## src/shared/cab_pkg.sv

```systemverilog
package cab_pkg;

  // Instruction opcode fields, matched against the top bits of the word.
  localparam logic [5:0] OPC_ADD_W_CARRY_TO_FILE  = 6'h08;
  localparam logic [7:0] OPC_AND_LITERAL_TO_ACC   = 8'h0b;
  localparam logic [5:0] OPC_AND_ACC_WITH_FILE    = 6'h05;
  localparam logic [7:0] OPC_BRANCH_ON_CARRY_SET  = 8'he2;
  localparam logic [7:0] OPC_BRANCH_ON_NEG_SET    = 8'he6;
  localparam logic [3:0] OPC_CLEAR_FILE_BIT       = 4'h9;

  // Instruction field positions.
  localparam int DEST_BIT = 9;
  localparam int BANK_BIT = 8;

  // Indexed literal offset applies to file addresses up to this value.
  localparam logic [7:0] INDEXED_F_MAX = 8'h5f;
  // Access bank file addresses above INDEXED_F_MAX map onto the top page of data space.
  localparam logic [3:0] ACCESS_HI_PAGE = 4'hf;

  // Status register bit positions.
  localparam int ST_CARRY    = 0;
  localparam int ST_DIGIT    = 1;
  localparam int ST_ZERO     = 2;
  localparam int ST_OVERFLOW = 3;
  localparam int ST_NEGATIVE = 4;

  // Register byte offsets on the Avalon-MM slave.
  localparam logic [4:0] OFS_CTRL       = 5'h00;
  localparam logic [4:0] OFS_WREG       = 5'h04;
  localparam logic [4:0] OFS_STATUS     = 5'h08;
  localparam logic [4:0] OFS_BANK_SEL   = 5'h0c;
  localparam logic [4:0] OFS_INDEX_BASE = 5'h10;
  localparam logic [4:0] OFS_PC         = 5'h14;

  // Control bit positions and values after reset.
  localparam int CTRL_RUN = 0;
  localparam int CTRL_EXT = 1;
  localparam logic [1:0] CTRL_RESET   = 2'h0;
  localparam logic [7:0] WREG_RESET   = 8'h00;
  localparam logic [4:0] STATUS_RESET = 5'h00;

  // Quarter phases of one instruction cycle.
  localparam logic [1:0] PH_Q1 = 2'h0;
  localparam logic [1:0] PH_Q2 = 2'h1;
  localparam logic [1:0] PH_Q3 = 2'h2;
  localparam logic [1:0] PH_Q4 = 2'h3;

  typedef enum logic [2:0] {
    OP_NOP,
    OP_ADD_W_CARRY_TO_FILE,
    OP_AND_LITERAL_TO_ACC,
    OP_AND_ACC_WITH_FILE,
    OP_BRANCH_ON_CARRY_SET,
    OP_BRANCH_ON_NEGATIVE_SET,
    OP_CLEAR_FILE_BIT
  } cab_op_type;

  // One data memory access as presented to the core data memory.
  typedef struct packed {
    logic [11:0] addr;
    logic        we;
    logic [7:0]  wdata;
  } cab_dmem_req_type;

endpackage : cab_pkg

```

## src/rtl/cab_core.sv

```systemverilog
// Register access over Avalon-MM and the register offsets are this design's own decisions.
module cab_core #(
  parameter int PC_W = 21
) (
  input  wire logic                       sys_clk,
  input  wire logic                       rst_n,
  input  wire logic                       clk_en,
  input  wire logic [4:0]                 avs_address,
  input  wire logic                       avs_read,
  input  wire logic                       avs_write,
  input  wire logic [31:0]                avs_writedata,
  input  wire logic [3:0]                 avs_byteenable,
  output logic      [31:0]                avs_readdata,
  output logic                            avs_waitrequest,
  output logic      [PC_W-1:0]            prog_addr,
  input  wire logic [15:0]                prog_data,
  output cab_pkg::cab_dmem_req_type       dmem_req,
  input  wire logic [7:0]                 dmem_rdata
);

  logic [1:0]              ctrl_q;
  logic [7:0]              w_q;
  logic [4:0]              status_q;
  logic [3:0]              bank_sel_q;
  logic [11:0]             index_base_q;
  logic [PC_W-1:0]         pc_q;
  logic [1:0]              phase_q;
  logic                    flush_q;
  logic [15:0]             instr_q;
  cab_pkg::cab_op_type     op_q;
  logic [7:0]              opnd_q;
  logic [7:0]              res_q;
  logic [4:0]              new_status_q;
  logic                    to_w_q;
  logic                    take_q;
  cab_pkg::cab_dmem_req_type dmem_q;
  logic [31:0]             rdata_q;
  logic                    wait_q;

  logic                    step;
  logic                    commit;
  logic                    bus_req;
  logic                    bus_wr;
  logic [7:0]              alu_res;
  logic [4:0]              alu_status;
  logic                    alu_to_w;
  logic                    alu_file_wr;
  logic                    alu_take;
  logic [8:0]              sum9;
  logic [4:0]              sum_lo;
  logic [PC_W-1:0]         pc_next;

  // Map an instruction word onto the operation it names.
  function automatic cab_pkg::cab_op_type decode_op(input logic [15:0] iw);
    if (iw[15:10] == cab_pkg::OPC_ADD_W_CARRY_TO_FILE) begin
      decode_op = cab_pkg::OP_ADD_W_CARRY_TO_FILE;
    end else if (iw[15:8] == cab_pkg::OPC_AND_LITERAL_TO_ACC) begin
      decode_op = cab_pkg::OP_AND_LITERAL_TO_ACC;
    end else if (iw[15:10] == cab_pkg::OPC_AND_ACC_WITH_FILE) begin
      decode_op = cab_pkg::OP_AND_ACC_WITH_FILE;
    end else if (iw[15:8] == cab_pkg::OPC_BRANCH_ON_CARRY_SET) begin
      decode_op = cab_pkg::OP_BRANCH_ON_CARRY_SET;
    end else if (iw[15:8] == cab_pkg::OPC_BRANCH_ON_NEG_SET) begin
      decode_op = cab_pkg::OP_BRANCH_ON_NEGATIVE_SET;
    end else if (iw[15:12] == cab_pkg::OPC_CLEAR_FILE_BIT) begin
      decode_op = cab_pkg::OP_CLEAR_FILE_BIT;
    end else begin
      decode_op = cab_pkg::OP_NOP;
    end
  endfunction : decode_op

  // Form the data address of a file operand from the bank bit and the file field.
  function automatic logic [11:0] file_addr(input logic [15:0] iw, input logic ext, input logic [3:0] bsel,
                                            input logic [11:0] ibase);
    if (iw[cab_pkg::BANK_BIT]) begin
      file_addr = {bsel, iw[7:0]};
    end else if (ext && (iw[7:0] <= cab_pkg::INDEXED_F_MAX)) begin
      file_addr = 12'(ibase + {4'h0, iw[7:0]});
    end else if (iw[7:0] <= cab_pkg::INDEXED_F_MAX) begin
      file_addr = {4'h0, iw[7:0]};
    end else begin
      file_addr = {cab_pkg::ACCESS_HI_PAGE, iw[7:0]};
    end
  endfunction : file_addr

  // The core only advances when enabled and set running; the bus is frozen by the clock enable alone.
  assign step    = clk_en && ctrl_q[cab_pkg::CTRL_RUN];
  assign commit  = step && (phase_q == cab_pkg::PH_Q4);
  assign bus_req = avs_read || avs_write;
  assign bus_wr  = clk_en && avs_write && !wait_q;

  // Quarter phase counter; one instruction cycle is four enabled clocks.
  always_ff @(posedge sys_clk or negedge rst_n) begin
    if (!rst_n) begin
      phase_q <= cab_pkg::PH_Q1;
    end else if (step) begin
      phase_q <= 2'(phase_q + 2'h1);
    end
  end

  // Q1 decode: a flushed cycle latches a no-operation so the fetched word is discarded.
  always_ff @(posedge sys_clk or negedge rst_n) begin
    if (!rst_n) begin
      instr_q <= 16'h0000;
      op_q    <= cab_pkg::OP_NOP;
    end else if (step && (phase_q == cab_pkg::PH_Q1)) begin
      instr_q <= prog_data;
      op_q    <= flush_q ? cab_pkg::OP_NOP : decode_op(prog_data);
    end
  end

  // Data memory request: address set after decode, write strobe held through Q4 only.
  always_ff @(posedge sys_clk or negedge rst_n) begin
    if (!rst_n) begin
      dmem_q <= '0;
    end else if (step) begin
      if (phase_q == cab_pkg::PH_Q1) begin
        dmem_q.addr <= file_addr(prog_data, ctrl_q[cab_pkg::CTRL_EXT], bank_sel_q, index_base_q);
      end
      if (phase_q == cab_pkg::PH_Q3) begin
        dmem_q.we    <= alu_file_wr;
        dmem_q.wdata <= alu_res;
      end else begin
        dmem_q.we <= 1'b0;
      end
    end
  end

  // Q2 operand read: file data or the literal carried in the instruction.
  always_ff @(posedge sys_clk or negedge rst_n) begin
    if (!rst_n) begin
      opnd_q <= 8'h00;
    end else if (step && (phase_q == cab_pkg::PH_Q2)) begin
      opnd_q <= (op_q == cab_pkg::OP_AND_LITERAL_TO_ACC) ? instr_q[7:0] : dmem_rdata;
    end
  end

  // Q3 arithmetic and flag computation.
  assign sum9   = {1'b0, w_q} + {1'b0, opnd_q} + {8'h00, status_q[cab_pkg::ST_CARRY]};
  assign sum_lo = {1'b0, w_q[3:0]} + {1'b0, opnd_q[3:0]} + {4'h0, status_q[cab_pkg::ST_CARRY]};

  always_comb begin
    alu_res     = opnd_q;
    alu_status  = status_q;
    alu_to_w    = 1'b0;
    alu_file_wr = 1'b0;
    alu_take    = 1'b0;
    case (op_q)
      cab_pkg::OP_ADD_W_CARRY_TO_FILE: begin
        alu_res                          = sum9[7:0];
        alu_status[cab_pkg::ST_CARRY]    = sum9[8];
        alu_status[cab_pkg::ST_DIGIT]    = sum_lo[4];
        alu_status[cab_pkg::ST_ZERO]     = (sum9[7:0] == 8'h00);
        alu_status[cab_pkg::ST_OVERFLOW] = (w_q[7] == opnd_q[7]) && (sum9[7] != w_q[7]);
        alu_status[cab_pkg::ST_NEGATIVE] = sum9[7];
        alu_to_w                         = !instr_q[cab_pkg::DEST_BIT];
        alu_file_wr                      = instr_q[cab_pkg::DEST_BIT];
      end
      cab_pkg::OP_AND_LITERAL_TO_ACC: begin
        alu_res                          = w_q & opnd_q;
        alu_status[cab_pkg::ST_ZERO]     = ((w_q & opnd_q) == 8'h00);
        alu_status[cab_pkg::ST_NEGATIVE] = w_q[7] & opnd_q[7];
        alu_to_w                         = 1'b1;
      end
      cab_pkg::OP_AND_ACC_WITH_FILE: begin
        alu_res                          = w_q & opnd_q;
        alu_status[cab_pkg::ST_ZERO]     = ((w_q & opnd_q) == 8'h00);
        alu_status[cab_pkg::ST_NEGATIVE] = w_q[7] & opnd_q[7];
        alu_to_w                         = !instr_q[cab_pkg::DEST_BIT];
        alu_file_wr                      = instr_q[cab_pkg::DEST_BIT];
      end
      cab_pkg::OP_BRANCH_ON_CARRY_SET: begin
        alu_take = status_q[cab_pkg::ST_CARRY];
      end
      cab_pkg::OP_BRANCH_ON_NEGATIVE_SET: begin
        alu_take = status_q[cab_pkg::ST_NEGATIVE];
      end
      cab_pkg::OP_CLEAR_FILE_BIT: begin
        alu_res                    = opnd_q;
        alu_res[instr_q[11:9]]     = 1'b0;
        alu_file_wr                = 1'b1;
      end
      default: begin
        alu_res = opnd_q;
      end
    endcase
  end

  // Q3 results are held so that Q4 writes them without a long combinational path.
  always_ff @(posedge sys_clk or negedge rst_n) begin
    if (!rst_n) begin
      res_q        <= 8'h00;
      new_status_q <= cab_pkg::STATUS_RESET;
      to_w_q       <= 1'b0;
      take_q       <= 1'b0;
    end else if (step && (phase_q == cab_pkg::PH_Q3)) begin
      res_q        <= alu_res;
      new_status_q <= alu_status;
      to_w_q       <= alu_to_w;
      take_q       <= alu_take;
    end
  end

  // Offset is doubled and sign extended; the counter holds the branch address, so two is added before the offset.
  assign pc_next = take_q ? PC_W'(pc_q + PC_W'(2) + {{(PC_W-9){instr_q[7]}}, instr_q[7:0], 1'b0})
                          : PC_W'(pc_q + PC_W'(2));

  // Program counter: held still in a flushed cycle while the target is fetched.
  always_ff @(posedge sys_clk or negedge rst_n) begin
    if (!rst_n) begin
      pc_q <= '0;
    end else if (commit && !flush_q) begin
      pc_q <= pc_next;
    end else if (bus_wr && (avs_address == cab_pkg::OFS_PC) && !ctrl_q[cab_pkg::CTRL_RUN]) begin
      pc_q <= PC_W'({avs_writedata[PC_W-1:1], 1'b0});
    end
  end

  // A taken branch spends the following instruction cycle as a no-operation.
  always_ff @(posedge sys_clk or negedge rst_n) begin
    if (!rst_n) begin
      flush_q <= 1'b0;
    end else if (commit) begin
      flush_q <= !flush_q && take_q;
    end
  end

  // Working register: a core write in Q4 wins over a bus write in the same clock.
  always_ff @(posedge sys_clk or negedge rst_n) begin
    if (!rst_n) begin
      w_q <= cab_pkg::WREG_RESET;
    end else if (commit && to_w_q && !flush_q) begin
      w_q <= res_q;
    end else if (bus_wr && (avs_address == cab_pkg::OFS_WREG) && avs_byteenable[0]) begin
      w_q <= avs_writedata[7:0];
    end
  end

  // Status flags: each instruction's Q3 image already leaves untouched bits as they were.
  always_ff @(posedge sys_clk or negedge rst_n) begin
    if (!rst_n) begin
      status_q <= cab_pkg::STATUS_RESET;
    end else if (commit && !flush_q && (op_q != cab_pkg::OP_NOP)) begin
      status_q <= new_status_q;
    end else if (bus_wr && (avs_address == cab_pkg::OFS_STATUS) && avs_byteenable[0]) begin
      status_q <= avs_writedata[4:0];
    end
  end

  // Configuration registers written only from the bus.
  always_ff @(posedge sys_clk or negedge rst_n) begin
    if (!rst_n) begin
      ctrl_q       <= cab_pkg::CTRL_RESET;
      bank_sel_q   <= 4'h0;
      index_base_q <= 12'h000;
    end else if (bus_wr) begin
      if ((avs_address == cab_pkg::OFS_CTRL) && avs_byteenable[0]) begin
        ctrl_q <= avs_writedata[1:0];
      end else if ((avs_address == cab_pkg::OFS_BANK_SEL) && avs_byteenable[0]) begin
        bank_sel_q <= avs_writedata[3:0];
      end else if (avs_address == cab_pkg::OFS_INDEX_BASE) begin
        index_base_q <= {avs_byteenable[1] ? avs_writedata[11:8] : index_base_q[11:8],
                         avs_byteenable[0] ? avs_writedata[7:0] : index_base_q[7:0]}; // Both lanes may land at once.
      end
    end
  end

  // Bus answer: waitrequest drops for exactly one clock, one clock after the request appears.
  always_ff @(posedge sys_clk or negedge rst_n) begin
    if (!rst_n) begin
      wait_q  <= 1'b1;
      rdata_q <= 32'h0000_0000;
    end else if (clk_en) begin
      wait_q <= !(bus_req && wait_q);
      if (avs_read && wait_q) begin
        if (avs_address == cab_pkg::OFS_CTRL) begin
          rdata_q <= {30'h0, ctrl_q};
        end else if (avs_address == cab_pkg::OFS_WREG) begin
          rdata_q <= {24'h0, w_q};
        end else if (avs_address == cab_pkg::OFS_STATUS) begin
          rdata_q <= {27'h0, status_q};
        end else if (avs_address == cab_pkg::OFS_BANK_SEL) begin
          rdata_q <= {28'h0, bank_sel_q};
        end else if (avs_address == cab_pkg::OFS_INDEX_BASE) begin
          rdata_q <= {20'h0, index_base_q};
        end else if (avs_address == cab_pkg::OFS_PC) begin
          rdata_q <= 32'(pc_q);
        end else begin
          rdata_q <= 32'h0000_0000;
        end
      end
    end
  end

  assign avs_readdata    = rdata_q;
  assign avs_waitrequest = wait_q;
  assign prog_addr       = pc_q;
  assign dmem_req        = dmem_q;
endmodule : cab_core

```

## config.mk

```make
export PLATFORM = sky130hd
export DESIGN_NAME = cab_core
export DESIGN_NICKNAME = d
export VERILOG_FILES = /design/src/shared/cab_pkg.sv /design/src/rtl/cab_core.sv
export SDC_FILE = /design/constraint.sdc
export NUM_CORES = 1
export LEC_CHECK = 0
export ABC_AREA = 1
export BUFFER_PORTS_ARGS = -buffer_cell sky130_fd_sc_hd__clkbuf_2
export CORE_UTILIZATION = 45
export CTS_BUF_LIST = sky130_fd_sc_hd__clkbuf_4 sky130_fd_sc_hd__clkbuf_8
export DETAILED_ROUTE_END_ITERATION = 7
export PLACE_DENSITY = 0.77
export SYNTH_ARGS = -nofsm -noshare
export SYNTH_HDL_FRONTEND = slang
export SYNTH_SLANG_ARGS = --single-unit
```

## constraint.sdc

```tcl
create_clock -name sys_clk -period 4.65 [get_ports sys_clk]
set_input_delay 0.6975 -clock sys_clk [delete_from_list [all_inputs] [get_ports sys_clk]]
set_output_delay 0.6975 -clock sys_clk [all_outputs]
set_load 0.1 [all_outputs]
```

* Word-level counts from Yosys, hierarchy flattened
Cells that the tools add are included.
** Cells by class
- Mux-type cells :: 35
- Eq/ne operators :: 22
- Add/subtract/negate cells :: 8
- Divide/modulo/power cells :: 0
- Shifts and indexed selects :: 0
- Reductions and logical operators :: 48
- Magnitude comparators :: 3
- Bitwise operators :: 6
- Multipliers :: 0
** Operators by type and width (count)
- 21-bit 2-to-1 mux :: 9
- 12-bit 2-to-1 mux :: 3
- 1-bit logical AND :: 25
- 8-bit 2-to-1 mux :: 3
- 8-bit case mux with 3 select lines :: 1
- 21-bit by 2-bit adder with 21-bit output (second input constant) :: 1
- 21-bit adder :: 1
- 3-bit 2-to-1 mux :: 7
- 8-bit AND :: 2
- 8-bit == test (second input constant) :: 2
- 8-bit zero test :: 2
- 12-bit by 8-bit adder with 12-bit output :: 1
- 5-bit by 4-bit == test with 1-bit output (second input constant) :: 2
- 5-bit == test (second input constant) :: 2
- 5-bit 2-to-1 mux :: 2
- 1-bit case mux with 2 select lines :: 5
- 5-bit AND reduction :: 2
- 8-bit by 8-bit adder with 9-bit output :: 1
- 9-bit by 1-bit adder with 9-bit output :: 1
- 3-bit == test (second input constant) :: 3
- 8-bit by 4-bit == test with 1-bit output (second input constant) :: 1
- 8-bit by 7-bit less-or-equal comparator with 1-bit output (second input constant) :: 1
- 8-bit inverter :: 1
- 2-bit AND reduction :: 4
- other kinds (28) :: 40
** Storage, ports and cells
- RAM bits :: 0
- ROM bits :: 0
- Output and inout bits :: 75
- Memories :: 0
- Bits in latches :: 0
- Register bits after elaboration :: 147

* Logic depth before layout (Yosys ltp)
- Word-level depth :: 8
- Depth in mapped cells :: 24
- Mapped depth without buffers :: 24

* Worst setup path after synthesis
Ideal clock, no wire load.
- Path type :: register -> register
- Start point :: reg pc_q[1] (netlist: prog_addr[1])
- End point :: reg pc_q[20] (netlist: prog_addr[20])
- Cell stages (with the launch flop) :: 19
- Clock period less this slack :: 3393 ps
- Library setup time :: 120 ps
- Slack :: 1257 ps
- Data required time :: 4530 ps
- Data arrival time :: 3273 ps
- Cell sequence :: dfrtp_1 > ha_1 > nand2_1 > inv_2 > nand4_2 > nor3_4 > nand3_1 > and2_1 > ha_1 > nand2_1 > nor2_1 > and2_1 > nand3_1 > nand3_1 > nand3_1 > nand3_1 > nand2_1 > nand2_1 > nand2_1
** On the way
- Longest elaborated chain between the ends :: 4
** RTL lines
- from (decl) :: RTL line cab_core.sv:26 : logic [PC_W-1:0] pc_q;
- from (signal assigned) :: RTL line cab_core.sv:213 : pc_q <= pc_next;
- from (signal assigned) :: RTL line cab_core.sv:215 : pc_q <= PC_W'({avs_writedata[PC_W-1:1], 1'b0});
- 21-bit by 2-bit adder with 21-bit output (*) :: RTL line cab_core.sv:205, cab_core.sv:206
- 21-bit adder :: RTL line cab_core.sv:205 : assign pc_next = take_q ? PC_W'(pc_q + PC_W'(2) + {{(PC_W-9){instr_q[7]}}, instr_q[7:0], 1'b0})
- 21-bit 2-to-1 mux (*) :: RTL line cab_core.sv:205
- 21-bit 2-to-1 mux (*) :: RTL line cab_core.sv:212 : end else if (commit && !flush_q) begin
Mark *: on every way between the ends. The rest lies on a longest branch, timed or not.
A chain may end at the register's enable or synchronous reset.

* Worst setup path in the final report
- Start point :: reg pc_q[1] (netlist: prog_addr[1])
- End point :: reg pc_q[12] (netlist: prog_addr[12])
The elaborated chain is that of the path after synthesis.

==> impl_results.md <==
- Global Route Usage Sum: between 20% and 30%
- DR vias/cell: 5.46
- Area of the die: 0.0202 mm²
- Tmin final: approximately 3.1 ns
- Leakage: 5.18 nW
- Area growth syn-to-layout: 13.6%
- Yosys top cell area share: a little over a third
- Worst Setup SP: prog_addr[1]$_DFFE_PN0P_
- Achievable clock frequency: between 0.3 and 0.4 GHz
- Post-synth ARST share: 100%
- Synth Warn #: 0
- Most common library cell in the layout ignoring fill and taps: nand2_1
- Status: complete, no violations
- Final setup violation count: 0
- Number of buffers created by CTS: 17
- Hold Crit Class: input port to asynchronous set/reset pin
- Largest net degree at the start of global routing: 73
- CP Launch Type: flop
- Post-Syn Instances: 1,238
- Slew headroom: 26.6%
- Post-synth EDFFs: 0
- CP top delay family: simple AND/OR/NAND/NOR gates
- Seq/Total Area, Yosys: between 30% and 40%
- Post-CTS setup buffers: 0
- Worst-path clk slew: 0.08 ns
- RSZ-0062 raised after global routing: no
- 1st-iter DRT viols: 710
- Row count: 50
- Drt first pass iters: 8
- CTS tree: built
- Hold Slack: approximately 0.38 ns
- Slowest cell on the critical path: dfrtp_1
- Largest stage delay, worst path: 0.57 ns
- Kind of critical path: flop to flop
- Worst path depth: 19
- Reg2Reg Depth: 19
- GRT overflow: 0
- Vias in the first global route: around 8,300
- Crit-path max FO: 8
- Distinct cells, synth: 54
- Setup Skew: approximately 0.011 ns
- Number of gates resized after CTS: 0
- Post-route DRC: 0
- Synth Flop Type: dfrtp_1
- Final net count: about 1,500
- Post-DP HPWL: roughly 21 mm
- Required time worst endpoint: between 5 and 6 ns
- Wire per inst: 16.9 µm
- R2r setup slk: around 1.5 ns
- RR Startpoint: prog_addr[1]$_DFFE_PN0P_
- CP endpoint: prog_addr[12]$_DFFE_PN0P_
- CTS sink count: 126
- Yosys reg bits: between 100 and 150
- Hold Buf Count CTS: 0
- Antenna Cells: 0
- Die H: about 140 µm
- Measured slew at the worst slew-check pin: about 1.1 ns
- Max Root-Sink Buffers: 2
- Routed WL: 27.3 mm
- Post-synth design cell area: 0.00883 mm²
- Worst Setup End Kind: flop
- Most frequent cells in the layout: 320 x nand2_1, 148 x inv_1, 128 x o21ai_0
- PortBufs: around 120
- Initial antenna violation count: 0
- Crit path cell chain: ha_1, nand2_1, inv_2, nand3_1, nor2_2, inv_2, nor2_2, inv_1, nand2_1, inv_1, ha_1, nand2_1, nor2_1, and2_1, a21oi_1, or2_2, nand2_1, nand2_1, a21oi_1
- Core Region: 0.0190 mm²
- Max IR drop VDD: around 0.00027 V
- CP bufs+invs: 4
- Initial core utilization: 46.6%
- Max Slew Vio Count: 0
- Final hold violation count: 0
- Max Cap Violations: 0
- Most frequent CP cell: nand2_1
- H-tree level count: 4
- CP Data Arrival Time: between 3 and 4 ns
- Post-synth top area cell: dfrtp_1
- Tcrit/Tclk final: 67.7%
- Via count: 8,847
- Syn avg cell area: slightly above 7 µm²
- Setup tns final: 0 ns
- Clk_lat worst skew: about 0.46 ns
- RR Endpoint: prog_addr[12]$_DFFE_PN0P_
- Total power per unit cell area: around 560 mW/mm²
- I/O Pins: 145
- GPL Wtd Cong: 0.968
- Synth area leaders: dfrtp_1 35%, nand2_1 14%, o21ai_0 7.3%
- Die X: 142 µm
- First-pass GRT wire length: roughly 43 mm
- DRT antenna net count: 0
- Layout cells sized above 1: between 10% and 20%
- Root Driver: clkbuf_8
-- cells by family (layout without fill, tap and decap cells) --
family,after synthesis,after routing,synth area share [%]
and+or+nand+nor,541,541,26.2
AOI/OAI and AO/OA,304,304,19.7
buffers and inverters,200,312,9.31
DFF,126,126,35.7
adders and majority gates,48,48,7.14
xor gates and xnor gates,17,17,1.69
other,1,12,0.0425
muxes,1,1,0.128
-- worst register-to-register path: cells and delay by family, from the launching register on --
kind | cells | cell delay [ns]
AND/OR/NAND/NOR | 11 | 1.46
adder cells (fa/ha/maj) | 2 | 0.58
flip-flops | 1 | 0.57
buffers and inverters | 4 | 0.26
AO/OA/AOI/OAI | 2 | 0.21
-- metal layers --
metal | up-vias | global-route usage [%] | wire, µm | share of wire [%]
met3 | 58 | 4.78 | 2130 | 7.8
met4 | 0 | 10.9 | 799 | 2.9
li1 | 4319 | - | - | -
met5 | - | 0 | 0 | 0
met2 | 377 | 46.6 | 12800 | 47
met1 | 4093 | 36.5 | 11600 | 42
-- worst min-delay path by stage --
| stage | depth (start not counted) | slack [ns] | to |
|---|---|---|---|
| 2_1_floorplan | 0 | 0.40 | avs_readdata[0]$_DFFE_PN0P_ |
| 3_3_place_gp | 2 | 0.47 | avs_readdata[7]$_DFFE_PN0P_ |
| 3_5_place_dp | 2 | 0.47 | avs_readdata[7]$_DFFE_PN0P_ |
| 4_1_cts | 1 | 0.42 | prog_addr[16]$_DFFE_PN0P_ |
| 5_1_grt | 1 | 0.45 | prog_addr[16]$_DFFE_PN0P_ |
| 6_report | 1 | 0.38 | prog_addr[16]$_DFFE_PN0P_ |
-- Yosys cell counts (3+ instances only) --
cell,n
nand2_1,320
inv_1,148
o21ai_0,128
dfrtp_1,125
a21oi_1,96
nor2_1,87
nand3_1,77
ha_1,44
clkbuf_1,18
xor2_1,15
buf_4,13
o211ai_1,13
a2bb2oi_1,11
buf_2,11
nand4_1,10
nor3_1,10
a22oi_1,9
a31oi_1,8
inv_2,8
and2_1,6
o21bai_1,6
or2_2,6
nor2_2,5
o21a_1,5
o221ai_1,5
fa_1,4
nand3b_1,4
nor4_1,4
o21ai_1,4
o22ai_1,4
nand2_2,3
nor2_4,3
-- metrics by stage --
step | instance area (µm²) | worst slack (ns) | power (mW) | std cells | utilization [%]
floorplan | 8870 | 1.26 | 3.90 | 1249 | -
global placement | 9600 | 1.40 | 4.55 | 1589 | 50.6
detailed placement | 9600 | 1.36 | 4.59 | 1589 | 50.6
CTS | 10000 | 1.51 | 5.64 | 1621 | 52.9
global route | 10000 | 1.21 | 6.04 | 1621 | 52.9
finish | 10000 | 1.50 | 5.67 | 1621 | 52.9
-- area by class of cell --
type,count,area [µm²]
clock buffers,22,297
clock inverters,10,135
multi-input cells,923,4900
flip-flops and latches,126,3150
inverters,157,591
fillers,1886,8920
well taps,260,325
repair buffers,123,628
-- registers in the layout, summed over array words and instances (netlist names), 8 cells and up --
register      count
index_base_q     12
instr_q          11
prog_addr        20
w_q               8
dmem_req         21
opnd_q            8
avs_readdata     21
-- where the power goes --
part	internal (mW)	switching [mW]	total, mW
registers	1.30	0.301	1.60
clock network	0.590	0.466	1.06
logic	0.802	2.21	3.01
total	2.69	2.98	5.67
(Power assumes the default switching activity.)
